### config.mk
export PLATFORM = sky130hd
export DESIGN_NAME = prga_arbiter
export DESIGN_NICKNAME = d
export VERILOG_FILES = /design/src/prga_pkg.sv /design/src/prga_arbiter.sv
export VERILOG_INCLUDE_DIRS = /design/src /design/src/src
export SDC_FILE = /design/constraint.sdc
export NUM_CORES = 1
export LEC_CHECK = 0
export CELL_PAD_IN_SITES_DETAIL_PLACEMENT = 1
export CELL_PAD_IN_SITES_GLOBAL_PLACEMENT = 1
export CORE_MARGIN = 1.5
export CORE_UTILIZATION = 35
export DETAILED_ROUTE_END_ITERATION = 10
export DONT_BUFFER_PORTS = 1
export GPL_TIMING_DRIVEN = 0
export PLACE_DENSITY = 0.61
export SLEW_MARGIN = 10
export SYNTH_ARGS = -nofsm -noshare
export SYNTH_HDL_FRONTEND = slang
export SYNTH_SLANG_ARGS = --single-unit
export TNS_END_PERCENT = 1
### constraint.sdc
create_clock -name clk -period 30.8 [get_ports clk]
set_input_delay 1.54 -clock clk [delete_from_list [all_inputs] [get_ports clk]]
set_output_delay 1.54 -clock clk [all_outputs]
set_load 0.1 [all_outputs]
### src/prga_cfg.svh
// Register offsets, field positions, reset values and pin codes of the rotating group arbiter
`ifndef PRGA_CFG_SVH
`define PRGA_CFG_SVH

// APB word offsets
`define PRGA_ADDR_W        12
`define PRGA_OFS_CTRL_LO   12'h000
`define PRGA_OFS_CTRL_HI   12'h004
`define PRGA_OFS_STATUS    12'h008

// Field positions within the 64-bit bus_arbitration_control view
`define PRGA_F_TIER_A      0
`define PRGA_F_TIER_B      8
`define PRGA_F_TIER_C      16
`define PRGA_F_RUN_A       24
`define PRGA_F_RUN_ON      28
`define PRGA_F_RUN_B       32
`define PRGA_F_RUN_C       36
`define PRGA_F_HOLD_A      40
`define PRGA_F_HOLD_B      44
`define PRGA_F_HOLD_C      48
`define PRGA_F_IDLE_SEL    52
`define PRGA_F_DISABLE     63

// Reset value and writable bits; reserved bits are held at zero
`define PRGA_CTRL_RESET    64'h0050_0011_1100_003F
`define PRGA_CTRL_WMASK    64'h807F_FFFF_FF3F_3F3F

// Requestor codes
`define PRGA_SEL_OWN       3'h5
`define PRGA_SEL_NONE      3'h7

// Pin synchroniser width: reqN[4:0], frameN, irdyN, gnt0InN, strap, pciClk
`define PRGA_PINS          10

`endif

### src/prga_pkg.sv
// Types shared by the rotating group arbiter
package prga_pkg;
  typedef enum logic {PRGA_ARB, PRGA_BUSY} prga_state_type;
  typedef logic [2:0] prga_sel_type;
  typedef logic [4:0] prga_run_type;
endpackage

### src/prga_arbiter.sv
// Rotating three-tier bus arbiter with APB control registers
// Notes on behaviour
// - Arbitrate six requestors only as central resource
// - Highest tier rotates A, B, C; rest cyclic
// - Longest pending wins; empty tier falls lower
// - Tier A mask six bits, resets all allowed
// - Tier B, C masks same layout, reset empty
// - Tier A highest for run count, 0=16
// - Then other-tiers run, same encoding, reset one
// - Within others, B run then C run
// - B/C position survives interrupting tier A runs
// - Park in the current highest tier for that tier's hold clocks
// - Idle grant select when no requests, park expired
// - Idle grant leaves rotation state untouched
// - Disable bit hands over to external arbiter
`include "prga_cfg.svh"
`timescale 1ns/1ns
`default_nettype none

module prga_arbiter
  import prga_pkg::*;
#(
  parameter int AGE_W = 4
) (
  // Clock and reset
  input  wire logic                      clk,
  input  wire logic                      reset,
  // APB slave
  input  wire logic [`PRGA_ADDR_W-1:0]   paddr,
  input  wire logic                      psel,
  input  wire logic                      penable,
  input  wire logic                      pwrite,
  input  wire logic [31:0]               pwdata,
  input  wire logic [3:0]                pstrb,
  output logic      [31:0]               prdata,
  output logic                           pready,
  output logic                           pslverr,
  // Bus pins
  input  wire logic                      pciClk,
  input  wire logic [4:0]                reqN,
  input  wire logic                      frameN,
  input  wire logic                      irdyN,
  input  wire logic                      gnt0InN,
  input  wire logic                      centralResourceStrapN,
  output logic      [4:0]                gntOutN,
  output logic      [4:0]                gntOeN,
  output logic                           req0OutN,
  output logic                           req0OeN,
  // Own bus master
  input  wire logic                      ownReq,
  output logic                           ownGnt
);

  // Pin synchronisers: three stages, filtered value moves when stages two and three agree
  logic [`PRGA_PINS-1:0] s1_q, s2_q, s3_q, filt_q, filt_d, pinsRaw;
  logic                  pciClkPrev_q;
  logic                  pciTick;

  assign pinsRaw = {pciClk, centralResourceStrapN, gnt0InN, irdyN, frameN, reqN};

  always_comb begin
    for (int i = 0; i < `PRGA_PINS; i++) begin
      filt_d[i] = (s2_q[i] == s3_q[i]) ? s3_q[i] : filt_q[i];
    end
  end

  always_ff @(posedge clk or posedge reset) begin
    if (reset) begin
      s1_q         <= {`PRGA_PINS{1'b1}};
      s2_q         <= {`PRGA_PINS{1'b1}};
      s3_q         <= {`PRGA_PINS{1'b1}};
      filt_q       <= {`PRGA_PINS{1'b1}};
      pciClkPrev_q <= 1'b1;
    end else begin
      s1_q         <= pinsRaw;
      s2_q         <= s1_q;
      s3_q         <= s2_q;
      filt_q       <= filt_d;
      pciClkPrev_q <= filt_q[9];
    end
  end

  // Rising edge of the sampled bus clock: every arbitration step runs on it
  assign pciTick = filt_q[9] & ~pciClkPrev_q;

  // Control register and APB slave
  logic [63:0] ctrl_q, ctrl_d;
  logic [31:0] prdata_d, status;
  logic        pready_d, pslverr_d, hitLo, hitHi, hitSt;
  logic [63:0] wrBits, wrMask;

  assign hitLo = (paddr == `PRGA_OFS_CTRL_LO);
  assign hitHi = (paddr == `PRGA_OFS_CTRL_HI);
  assign hitSt = (paddr == `PRGA_OFS_STATUS);

  // Reads answer in the first access cycle; writes land on the completing edge
  always_comb begin
    pready_d  = psel & ~penable;
    pslverr_d = psel & ~penable & ~(hitLo | hitHi | (hitSt & ~pwrite));
    prdata_d  = 32'h0000_0000;
    if (psel & ~penable & ~pwrite) begin
      if (hitLo) begin
        prdata_d = ctrl_q[31:0];
      end else if (hitHi) begin
        prdata_d = ctrl_q[63:32];
      end else if (hitSt) begin
        prdata_d = status;
      end
    end
    wrMask = 64'h0;
    for (int b = 0; b < 4; b++) begin
      wrMask[b*8 +: 8]      = {8{pstrb[b] & hitLo}};
      wrMask[32 + b*8 +: 8] = {8{pstrb[b] & hitHi}};
    end
    wrMask = wrMask & `PRGA_CTRL_WMASK; // Reserved bits stay zero
    wrBits = {pwdata, pwdata};
    ctrl_d = ctrl_q;
    if (psel & penable & pwrite & pready & ~pslverr) begin
      ctrl_d = (ctrl_q & ~wrMask) | (wrBits & wrMask);
    end
  end

  always_ff @(posedge clk or posedge reset) begin
    if (reset) begin
      ctrl_q  <= `PRGA_CTRL_RESET;
      prdata  <= 32'h0000_0000;
      pready  <= 1'b0;
      pslverr <= 1'b0;
    end else begin
      ctrl_q  <= ctrl_d;
      prdata  <= prdata_d;
      pready  <= pready_d;
      pslverr <= pslverr_d;
    end
  end

  // Field views
  logic [5:0] tierMask [3];
  logic [3:0] holdClk  [3];
  logic [3:0] runA, runOn, runB, runC;
  logic [2:0] idleSel;
  logic       arbDisable, extMode;

  assign tierMask[0] = ctrl_q[`PRGA_F_TIER_A +: 6];
  assign tierMask[1] = ctrl_q[`PRGA_F_TIER_B +: 6];
  assign tierMask[2] = ctrl_q[`PRGA_F_TIER_C +: 6];
  assign holdClk[0]  = ctrl_q[`PRGA_F_HOLD_A +: 4];
  assign holdClk[1]  = ctrl_q[`PRGA_F_HOLD_B +: 4];
  assign holdClk[2]  = ctrl_q[`PRGA_F_HOLD_C +: 4];
  assign runA        = ctrl_q[`PRGA_F_RUN_A +: 4];
  assign runOn       = ctrl_q[`PRGA_F_RUN_ON +: 4];
  assign runB        = ctrl_q[`PRGA_F_RUN_B +: 4];
  assign runC        = ctrl_q[`PRGA_F_RUN_C +: 4];
  assign idleSel     = ctrl_q[`PRGA_F_IDLE_SEL +: 3];
  assign arbDisable  = ctrl_q[`PRGA_F_DISABLE];
  // Without the strap the part is a plain agent and always needs an outside arbiter
  assign extMode     = arbDisable | filt_q[8];

  // Run length of a field: zero stands for sixteen
  function automatic prga_run_type runLen(input logic [3:0] f);
    runLen = (f == 4'h0) ? 5'h10 : {1'b0, f};
  endfunction

  // Arbitration state
  prga_state_type              state_q, state_d;
  logic                        phaseA_q, phaseA_d, bcSel_q, bcSel_d;
  prga_run_type                cntA_q, cntA_d, cntOn_q, cntOn_d, cntBc_q, cntBc_d;
  logic [3:0]                  parkLeft_q, parkLeft_d;
  prga_sel_type                gntSel_q, gntSel_d;
  logic                        gntArb_q, gntArb_d;
  logic [AGE_W-1:0]            age_q [6];
  logic [AGE_W-1:0]            age_d [6];
  logic [5:0]                  reqs, cand;
  logic [1:0]                  hiTier, tier;
  prga_sel_type                winner;
  logic [AGE_W-1:0]            bestAge;
  logic                        accessStart;
  logic [4:0]                  gntOutN_d, gntOeN_d;
  logic                        req0OutN_d, req0OeN_d, ownGnt_d;

  assign reqs   = {ownReq, ~filt_q[4:0]};
  // Tier A leads during its run, else B or C by the alternation
  assign hiTier = phaseA_q ? 2'd0 : (bcSel_q ? 2'd2 : 2'd1);
  assign status = {16'h0000, 3'b000, extMode, parkLeft_q, gntSel_q,
                   state_q == PRGA_BUSY, phaseA_q, bcSel_q, hiTier};

  // Winner search: tiers from highest down, oldest requester within a tier
  always_comb begin
    winner  = `PRGA_SEL_NONE;
    bestAge = '0;
    cand    = 6'h00;
    tier    = hiTier;
    for (int k = 0; k < 3; k++) begin
      tier = 2'((32'(hiTier) + k) % 3);
      cand = reqs & tierMask[tier];
      if (parkLeft_q != 4'h0 && k != 0) begin
        cand = 6'h00;
      end
      if (winner == `PRGA_SEL_NONE) begin
        for (int i = 0; i < 6; i++) begin
          if (cand[i] && (winner == `PRGA_SEL_NONE || age_q[i] > bestAge)) begin
            winner  = 3'(i);
            bestAge = age_q[i];
          end
        end
      end
    end
  end

  // Bus start seen while in the arbitrate state, whatever grant stands
  assign accessStart = pciTick & ~extMode & (state_q == PRGA_ARB) & ~filt_q[5];

  always_comb begin
    state_d    = state_q;
    phaseA_d   = phaseA_q;
    bcSel_d    = bcSel_q;
    cntA_d     = cntA_q;
    cntOn_d    = cntOn_q;
    cntBc_d    = cntBc_q;
    parkLeft_d = parkLeft_q;
    gntSel_d   = gntSel_q;
    gntArb_d   = gntArb_q;
    for (int i = 0; i < 6; i++) begin
      age_d[i] = age_q[i];
      if (pciTick) begin
        if (!reqs[i]) begin
          age_d[i] = '0;
        end else if (age_q[i] != '1) begin
          age_d[i] = age_q[i] + 1'b1;
        end
      end
    end
    if (extMode) begin
      state_d    = PRGA_ARB;
      gntSel_d   = `PRGA_SEL_NONE;
      gntArb_d   = 1'b0;
      parkLeft_d = 4'h0;
    end else if (accessStart) begin
      state_d  = PRGA_BUSY;
      gntSel_d = `PRGA_SEL_NONE;
      gntArb_d = 1'b0;
      // Idle grants do not move the rotation
      if (gntArb_q && gntSel_q != `PRGA_SEL_NONE) begin
        age_d[gntSel_q] = '0;
        if (phaseA_q) begin
          if (cntA_q + 5'h01 >= runLen(runA)) begin
            phaseA_d = 1'b0;
            cntA_d   = 5'h00;
          end else begin
            cntA_d = cntA_q + 5'h01;
          end
        end else begin
          // The B/C counter is cleared only when its own run ends, not when tier A takes over, so it spans A runs
          if (cntBc_q + 5'h01 >= runLen(bcSel_q ? runC : runB)) begin
            bcSel_d = ~bcSel_q;
            cntBc_d = 5'h00;
          end else begin
            cntBc_d = cntBc_q + 5'h01;
          end
          if (cntOn_q + 5'h01 >= runLen(runOn)) begin
            phaseA_d = 1'b1;
            cntOn_d  = 5'h00;
          end else begin
            cntOn_d = cntOn_q + 5'h01;
          end
        end
      end
    end else if (pciTick && state_q == PRGA_BUSY) begin
      if (filt_q[5] && filt_q[6]) begin
        state_d    = PRGA_ARB;
        parkLeft_d = holdClk[hiTier];
      end
    end else if (pciTick) begin
      if (winner != `PRGA_SEL_NONE) begin
        gntSel_d = winner;
        gntArb_d = 1'b1;
      end else if (parkLeft_q != 4'h0) begin
        gntSel_d   = `PRGA_SEL_NONE;
        gntArb_d   = 1'b0;
        parkLeft_d = parkLeft_q - 4'h1;
      end else if (reqs[4:0] == 5'h00) begin
        gntSel_d = (idleSel > `PRGA_SEL_OWN) ? `PRGA_SEL_NONE : idleSel;
        gntArb_d = 1'b0;
      end else begin
        gntSel_d = `PRGA_SEL_NONE;
        gntArb_d = 1'b0;
      end
    end
  end

  // Pin drive: grant lines in arbiter mode, request/grant line 0 toward an outside arbiter
  always_comb begin
    gntOutN_d = 5'h1F;
    gntOeN_d  = 5'h1F;
    req0OutN_d = 1'b1;
    req0OeN_d  = 1'b1;
    ownGnt_d   = 1'b0;
    if (extMode) begin
      gntOeN_d[4:1] = 4'hF;
      req0OeN_d     = 1'b0;
      req0OutN_d    = ~ownReq;
      ownGnt_d      = ~filt_q[7];
    end else begin
      gntOeN_d = 5'h00;
      for (int i = 0; i < 5; i++) begin
        gntOutN_d[i] = ~(gntSel_q == 3'(i));
      end
      ownGnt_d = (gntSel_q == `PRGA_SEL_OWN);
    end
  end

  always_ff @(posedge clk or posedge reset) begin
    if (reset) begin
      state_q    <= PRGA_ARB;
      phaseA_q   <= 1'b1;
      bcSel_q    <= 1'b0;
      cntA_q     <= 5'h00;
      cntOn_q    <= 5'h00;
      cntBc_q    <= 5'h00;
      parkLeft_q <= 4'h0;
      gntSel_q   <= `PRGA_SEL_NONE;
      gntArb_q   <= 1'b0;
      for (int i = 0; i < 6; i++) begin
        age_q[i] <= '0;
      end
      gntOutN    <= 5'h1F;
      gntOeN     <= 5'h1F;
      req0OutN   <= 1'b1;
      req0OeN    <= 1'b1;
      ownGnt     <= 1'b0;
    end else begin
      state_q    <= state_d;
      phaseA_q   <= phaseA_d;
      bcSel_q    <= bcSel_d;
      cntA_q     <= cntA_d;
      cntOn_q    <= cntOn_d;
      cntBc_q    <= cntBc_d;
      parkLeft_q <= parkLeft_d;
      gntSel_q   <= gntSel_d;
      gntArb_q   <= gntArb_d;
      for (int i = 0; i < 6; i++) begin
        age_q[i] <= age_d[i];
      end
      gntOutN    <= gntOutN_d;
      gntOeN     <= gntOeN_d;
      req0OutN   <= req0OutN_d;
      req0OeN    <= req0OeN_d;
      ownGnt     <= ownGnt_d;
    end
  end

endmodule // prga_arbiter

`default_nettype wire

==> results.md, run 1 <==
* # clock sinks at 183
* Power density over cell area at 54.1 mW/mm^2
* Final GP Congestion at 0.887
* H-tree Lvls at 4
* Synth warn at 0
* Total gr overflow at 0
* Status: finished with violations
* Synth area leaders: dfrtp_1 (23%), dfstp_2 (13%), ha_1 (7.2%)
* Final setup fails at 0
* CTS Buf Count at 17
* Largest family of logic cells by synthesized area: compound AO/OA/AOI/OAI gates
* Final Hold Viols at 0
* Synth Area in XOR/XNOR at 0.0137
* Violated checks: design-rule violations
* Yosys top cell area share at 0.232
* Initial Util at 0.357
* Most used cell, CP: ha_1
* Clk slew on worst S/H paths at 80 ps
* Slew @ Worst Pin at 922 ps
* Critical path data arrival time at 29740 ps
* Post-layout util at 0.403
* GRT Overall Usage at 0.233
* CP top delay family: compound AO/OA/AOI/OAI gates
* Clk root buf: clkbuf_16
* Post-synthesis register bit count at 183
* Post-synth EDFFs at 0
* Library cells used by synthesis at 109
* Min-Delay Path Class: reg2reg
* Ys async rst share at 1.00
* Post-synthesis mux area share at 0.0922
* Setup CP Type: reg2reg
* Die width at 194 um
* Share of cells above drive strength 1 at 0.198
* F_max at 0.0340 GHz
* FP Rows at 69
* Fin nets at 1581
* CTS tree: built
* Cells after synthesis at 1399
* Crit path capture type: flop
* Post-synthesis sequential area ratio at 0.366
* DRT antenna net count at 0
* PortBufs at 0
* First-pass GRT wire length at 67.5 mm
* CTS Buffer Depth at 2
* Placeable Area at 0.0357 mm^2
* WP buf/inv at 15
* Vias in the first global route at 11400
* P&R area growth vs syn at 13.0%
* Most numerous cell in the Yosys netlist: nor2_1
* Slowest stage cell, crit path: or4b_4
* Largest net degree at the start of global routing at 105
* Slew Viols, Final at 0
* Post-Place Cell Area at 0.0133 mm^2
* # placed instances at 1861
* Final Cycle Share at 0.955
* I/O pin count at 111
* Final std cells w/o fill at 1918
* Post-DP HPWL at 34.1 mm
* Synth Area in Compound Gates at 0.212
* Most used DFF post-synth: dfrtp_1
* Die Height at 194 um
* Top post-synthesis cells by count: nor2_1 (144), dfrtp_1 (118), nand2_1 (113)
* DR vias at 11200
* Relative slew margins at 0.381
* CP Launch Type: flop
* Syn_area_per_cell at 9.10 um^2
* # diodes at 0
* First drt pass iteration count at 11
* Clock skew at 12.6 ps
* Drt total wl at 43.4 mm
* Cell taking the most area after synthesis: dfrtp_1
* Via density at 5.83
* Post-Synth Adder-Cell Area at 0.0804
* Simple-gate share of the synthesized area at 0.193
* Later-pin clock latency in the skew report at 450 ps
* Max Cap Viol at 0
* Critical path peak fanout at 10
* Minimum clock period at 29400 ps
* Leakage at 0.00617 uW
* Post-synth net total at 1536
* Maximum VDD drop at 0.0434 mV
* Final instance area at 0.0144 mm^2
* Die area at 0.0375 mm^2
* Max incr delay on CP at 520 ps
* Critical Path RT at 31140 ps
* Initial antenna violation count at 0
* WL/cell at 22.6 um
* DRC at 4
* Initial DRC count at 700
* Cell Area, Synth at 0.0127 mm^2
## routing by layer
| layer | track usage | up-vias | part of all wire |
|---|---|---|---|
| li1 | - | 5236 | - |
| met1 | 0.326 | 5684 | 0.48 |
| met2 | 0.370 | 211 | 0.46 |
| met3 | 0.0376 | 48 | 0.040 |
| met4 | 0.0647 | 0 | 0.020 |
| met5 | 0 | - | 0 |
## repair_timing
action	in CTS	in global routing
pin swaps	5	11
gates cloned	0	0
hold endpoints to repair	0	0
hold buffers	0	0
setup buffers	9	18
gates resized for setup	18	51
setup endpoints to repair	8	8
## cells by family after synthesis
group,after synthesis
AOI/OAI and AO/OA,376
other,1
DFF,183
and+or+nand+nor,497
adders and majority gates,84
xor gates and xnor gates,19
buffers and inverters,130
muxes,109
## per-stage QoR
| stage | total power [uW] | setup TNS [ps] | setup WS (ps) | hold slack, ps |
|---|---|---|---|---|
| after detailed placement | 539 | -12530 | -1760 | 347 |
| final | 778 | 0 | 1400 | 356 |
| after global routing | 825 | -717 | -164 | 361 |
| after CTS | 773 | 0 | 89.3 | 357 |
| after global placement | 532 | -10080 | -1460 | 347 |
| after floorplan | 463 | 0 | 4480 | 345 |
## final cells by class
| cell class | instances | area, um^2 |
|---|---|---|
| plain buffers | 60 | 277 |
| clock buffers | 19 | 454 |
| clock inverters | 13 | 149 |
| fillers | 4142 | 21300 |
| inverters | 68 | 264 |
| multi-input cells | 1086 | 7770 |
| flip-flops and latches | 183 | 4660 |
| well taps | 461 | 577 |
| repair buffers | 28 | 230 |
## power breakdown
| group | total [uW] | switching, uW | internal (uW) |
|---|---|---|---|
| sequential | 286 | 27.4 | 258 |
| combinational | 266 | 173 | 93.7 |
| clock | 226 | 105 | 120 |
## cells in the final DEF (no fill, tap or decap), types with 7 or more instances in the layout
master	count
a22oi_1	11
nand2_1	111
inv_1	65
mux2_2	61
nand4_1	9
or4_1	7
o31ai_1	11
and2_1	14
o21ai_1	7
nor3_1	37
nor2b_1	30
o211a_1	7
xnor2_1	13
a21o_1	9
mux2i_1	43
nand3_1	43
dfrtp_1	118
a222oi_1	8
clkbuf_16	18
a21oi_2	10
clkbuf_1	42
and3_1	28
a21oi_1	79
nand3b_1	8
dfstp_2	65
maj3_1	11
ha_1	68
nand2b_1	23
o211ai_1	18
nor2_1	143
a31oi_1	20
a211oi_1	9
o21ai_0	74
o2111ai_1	8
buf_4	34
## final timing paths
path | start | endpoint | slack [ps] | cells past startpoint
worst max-delay path | age_q[21] | parkLeft_q[1] | 1400 | 150
worst min-delay path | s1_q[2] | s2_q[2] | 360 | 0
worst max register to register | age_q[21] | parkLeft_q[1] | 1400 | 150
worst min register to register | s1_q[2] | s2_q[2] | 360 | 0
max in group asynchronous | reset | s2_q[0] | 28820 | 2
min in group asynchronous | reset | prdata[22] | 1070 | 1
## worst register-to-register path: cells and delay by family (launching register included)
family | cells | cell delay, ps
simple gates | 42 | 6640
flops | 1 | 460
compound gates | 70 | 13670
buf+inv | 15 | 1920
fa+ha+maj | 18 | 5240
mux | 5 | 1370
No activity file was read; power rests on OpenSTA's default activity.
==> inputs of run 2 (changes only) <==
==> constraint.sdc (replaced) <==
create_clock -name clk -period 35.7 [get_ports clk]
set_input_delay 1.785 -clock clk [delete_from_list [all_inputs] [get_ports clk]]
set_output_delay 1.785 -clock clk [all_outputs]
set_load 0.1 [all_outputs]
==> results.md, run 2 (synthesis gave the netlist of run 1 again) <==
* Status: finished with violations
* Violated checks: design-rule violations
* GRT Overall Usage at 0.232
* Die width at 194 um
* I/O pin count at 111
* Cts hold-fix bufs at 0
* First drt pass iteration count at 10
* Clock skew at 12.2 ps
* Total gr overflow at 0
* RSZ-0062 raised after global routing: no
* Clk slew on worst S/H paths at 80 ps
* CTS Buffer Depth at 2
* Total negative slack at 0 ps
* Later-pin clock latency in the skew report at 450 ps
* Cts repair resizes at 0
* Final GP Congestion at 0.887
* Relative slew margins at 0.326
* Clk pwr share at 0.295
* Sw frac at 0.389
* Initial Util at 0.357
* Internal at 403 uW
* Maximum VDD drop at 0.0375 mV
* Via density at 5.82
* Die Height at 194 um
* P&R area growth vs syn at 9.58%
* Most frequent cells in the layout: nor2_1 (144), dfrtp_1 (118), nand2_1 (113)
* DRT antenna net count at 0
* # clock sinks at 183
* WL/cell at 22.6 um
* Clk root buf: clkbuf_16
* Setup Fix Bufs, Post-CTS at 0
* Slew Viols, Final at 0
* FP Rows at 69
* Final Hold Viols at 0
* PortBufs at 0
* Setup CP Type: reg2reg
* Slew @ Worst Pin at 1000 ps
* Critical Path RT at 36040 ps
* Post-DP HPWL at 34.1 mm
* Critical path data arrival time at 33370 ps
* First-pass GRT wire length at 67.4 mm
* Fin nets at 1556
* Sw Pwr at 256 uW
* Commonest non-fill, non-tap cell in the layout: nor2_1
* Post-Place Cell Area at 0.0133 mm^2
* Drt total wl at 42.8 mm
* Power density over cell area at 47.2 mW/mm^2
* Initial antenna violation count at 0
* Share of cells above drive strength 1 at 0.153
* Crit path capture type: flop
* Final instance area at 0.0139 mm^2
* Most used cell, CP: ha_1
* DRC at 4
* Minimum clock period at 33030 ps
* CP Launch Type: flop
* Min-Delay Path Class: reg2reg
* Die area at 0.0375 mm^2
* Final setup fails at 0
* Final Cycle Share at 0.925
* Max incr delay on CP at 520 ps
* Placeable Area at 0.0357 mm^2
* F_max at 0.0303 GHz
* Largest net degree at the start of global routing at 105
* CTS Buf Count at 17
* WP buf/inv at 17
* Leakage at 0.00603 uW
* Combinational share of power at 0.331
* Final Power at 659 uW
* Slowest stage cell, crit path: o21ai_0
* Critical path peak fanout at 10
* Vias in the first global route at 11400
* H-tree Lvls at 4
* Max Cap Viol at 0
* # diodes at 0
* CTS tree: built
* Hold_ws at 356 ps
* DR vias at 11000
* Initial DRC count at 693
* CP top delay family: compound AO/OA/AOI/OAI gates
* Share of power burned in registers at 0.373
[run 2: power groups by stage]
stage	logic (uW)	clock network [uW]	registers, uW
global placement	210	0	249
detailed placement	216	0	249
global route	244	209	248
finish	218	195	246
CTS	217	202	246
floorplan	157	0	242
[run 2: final cells by class]
type | count | area (um^2)
plain buffers | 62 | 277
clock buffers | 19 | 454
clock inverters | 13 | 149
fillers | 4155 | 21700
inverters | 68 | 263
multi-input cells | 1086 | 7540
flip-flops and latches | 183 | 4660
well taps | 461 | 577
repair buffers | 1 | 27.5
[run 2: routing by layer]
metal / share of wire / vias to the layer above / GRT usage
li1: - / 5179 / -
met3: 0.042 / 48 / 0.0402
met5: 0 / - / 0
met2: 0.45 / 198 / 0.368
met1: 0.48 / 5583 / 0.324
met4: 0.021 / 0 / 0.0653
[run 2: worst register-to-register path: cells and delay by family (launching register included)]
family / cells / cell delay (ps)
mux: 7 / 2210
simple gates: 45 / 7230
buf+inv: 17 / 2710
compound gates: 69 / 15280
fa+ha+maj: 17 / 5080
flops: 1 / 460
[run 2: path summary, 6_finish.rpt]
path	from	to	slack (ps)	cells after the start
setup / recovery	age_q[21]	parkLeft_q[1]	2670	155
hold / removal	s1_q[2]	s2_q[2]	360	0
setup reg to reg	age_q[21]	parkLeft_q[1]	2670	155
hold reg to reg	s1_q[2]	s2_q[2]	360	0
max in group asynchronous	reset	s2_q[0]	33460	2
min in group asynchronous	reset	prdata[22]	1300	1
[run 2: stage by stage]
stage	util	instances	setup slack (ps)
3_5_place_dp	0.374	1861	3140
3_3_place_gp	0.373	1860	3440
6_report	0.391	1893	2670
4_1_cts	0.391	1893	2990
5_1_grt	0.391	1893	86.0
2_1_floorplan	-	1399	9380
==> inputs of run 3 (changes only) <==
--- a/config.mk
+++ b/config.mk
@@ -9,11 +9,11 @@
 export CELL_PAD_IN_SITES_DETAIL_PLACEMENT = 1
 export CELL_PAD_IN_SITES_GLOBAL_PLACEMENT = 1
 export CORE_MARGIN = 1.5
-export CORE_UTILIZATION = 35
+export CORE_UTILIZATION = 54
 export DETAILED_ROUTE_END_ITERATION = 10
 export DONT_BUFFER_PORTS = 1
 export GPL_TIMING_DRIVEN = 0
-export PLACE_DENSITY = 0.61
+export PLACE_DENSITY = 0.87
 export SLEW_MARGIN = 10
 export SYNTH_ARGS = -nofsm -noshare
 export SYNTH_HDL_FRONTEND = slang
==> results.md, run 3 (synthesis gave the netlist of run 1 again) <==
* Power density over cell area at 49.2 mW/mm^2
* Final GP Congestion at 0.931
* DRC at 0
* F_max at 0.0299 GHz
* Relative slew margins at 0.312
* CTS Buffer Depth at 2
* Later-pin clock latency in the skew report at 450 ps
* Crit path capture type: flop
* Final Cycle Share at 0.936
* Minimum clock period at 33410 ps
* Fin nets at 1556
* I/O pin count at 111
* P&R area growth vs syn at 8.38%
* Max incr delay on CP at 520 ps
* Setup CP Type: reg2reg
* Initial DRC count at 1104
* # diodes at 0
* CP Launch Type: flop
* # clock sinks at 183
* Commonest non-fill, non-tap cell in the layout: nor2_1
* Slew Viols, Final at 0
* DR vias at 11800
* RSZ-0062 raised after global routing: no
* Initial Util at 0.555
* Status: complete, no violations
* WP buf/inv at 17
* First drt pass iteration count at 6
* FP Rows at 55
* Slowest stage cell, crit path: dfstp_2
* PortBufs at 0
* Min-Delay Path Class: reg2reg
* Hold_ws at 358 ps
* Final Power at 678 uW
* Max Cap Viol at 0
* Initial antenna violation count at 0
* Die Height at 157 um
* Total gr overflow at 0
* Critical path data arrival time at 33810 ps
* Final Hold Viols at 0
* Share of cells above drive strength 1 at 0.154
* Most used cell, CP: ha_1
* Die area at 0.0245 mm^2
* First-pass GRT wire length at 69.3 mm
* Maximum VDD drop at 0.0438 mV
* Setup Fix Bufs, Post-CTS at 0
* Die width at 157 um
* Via density at 6.76
* Slew @ Worst Pin at 1030 ps
* Post-DP HPWL at 32.8 mm
* CTS tree: built
* Cts hold-fix bufs at 0
* Total negative slack at 0 ps
* Clock skew at 15.9 ps
* H-tree Lvls at 4
* Clk slew on worst S/H paths at 80 ps
* Placeable Area at 0.0229 mm^2
* Most frequent cells in the layout: nor2_1 (144), dfrtp_1 (118), nand2_1 (113)
* Final setup fails at 0
* CTS Buf Count at 17
* Drt total wl at 44.1 mm
* Largest net degree at the start of global routing at 101
* Clk root buf: clkbuf_16
* GRT Overall Usage at 0.371
* Critical path peak fanout at 10
* DRT antenna net count at 0
* Cts repair resizes at 0
* Vias in the first global route at 12300
* FILL cells at 2657
* Critical Path RT at 36090 ps
* Leakage at 0.00604 uW
* CP top delay family: compound AO/OA/AOI/OAI gates
* WL/cell at 25.3 um
[run 3: changes by cell type in the layout (fill, tap and decap cells not counted), sizes merged]
cell	change
bufinv	-1
clkbuf	-2
clkinv	+2
inv	+1
[run 3: final cells by class]
type	instances	area, um^2	share of cell area
Multi-Input combinational cell	1086	7540	0.547
Sequential cell	183	4660	0.338
Clock buffer	17	425	0.0308
Tap cell	313	392	0.0284
Buffer	62	277	0.0200
Inverter	68	263	0.0190
Clock inverter	15	209	0.0151
Timing Repair Buffer	1	27.5	0.00200
[run 3: layer usage]
layer	vias to the layer above	global-route usage	wire [um]
met5	-	0	0
met4	0	0.131	1530
met3	109	0.0850	3840
met2	553	0.608	20600
met1	5946	0.482	18200
li1	5185	-	-
[run 3: metrics by stage]
step / util / area [um^2] / setup WS (ps) / cells
after floorplan: - / 12700 / 9380 / 1399
after global placement: 0.572 / 13100 / 4090 / 1712
after detailed placement: 0.574 / 13200 / 3430 / 1713
after CTS: 0.602 / 13800 / 3080 / 1745
after global routing: 0.602 / 13800 / 207 / 1745
final: 0.602 / 13800 / 2290 / 1745
[run 3: worst paths after layout]
path                                 from       endpoint  slack (ps)  cells past startpoint
worst max-delay path            filt_q[0]  parkLeft_q[1]        2290                    157
worst min-delay path              s1_q[6]        s2_q[6]         360                      0
worst max register to register  filt_q[0]  parkLeft_q[1]        2290                    157
worst min register to register    s1_q[6]        s2_q[6]         360                      0
max in group asynchronous           reset   pciClkPrev_q       33480                      2
min in group asynchronous           reset     prdata[12]        1300                      1
[run 3: where the power goes]
part,switching [uW],internal (uW),total (uW),leakage (uW)
clock network,106,98.1,204,0.000304
registers,24.3,223,247,0.00228
logic,150,77.0,227,0.00346
total,280,398,678,0.00604
[run 3: worst register-to-register path: cells and delay by family, from the launching register on]
kind	cells	cell delay, ps
AOI/OAI and AO/OA	71	16100
adders and majority gates	17	5130
and+or+nand+nor	46	7430
DFF	1	520
buffers and inverters	17	2460
muxes	6	1740
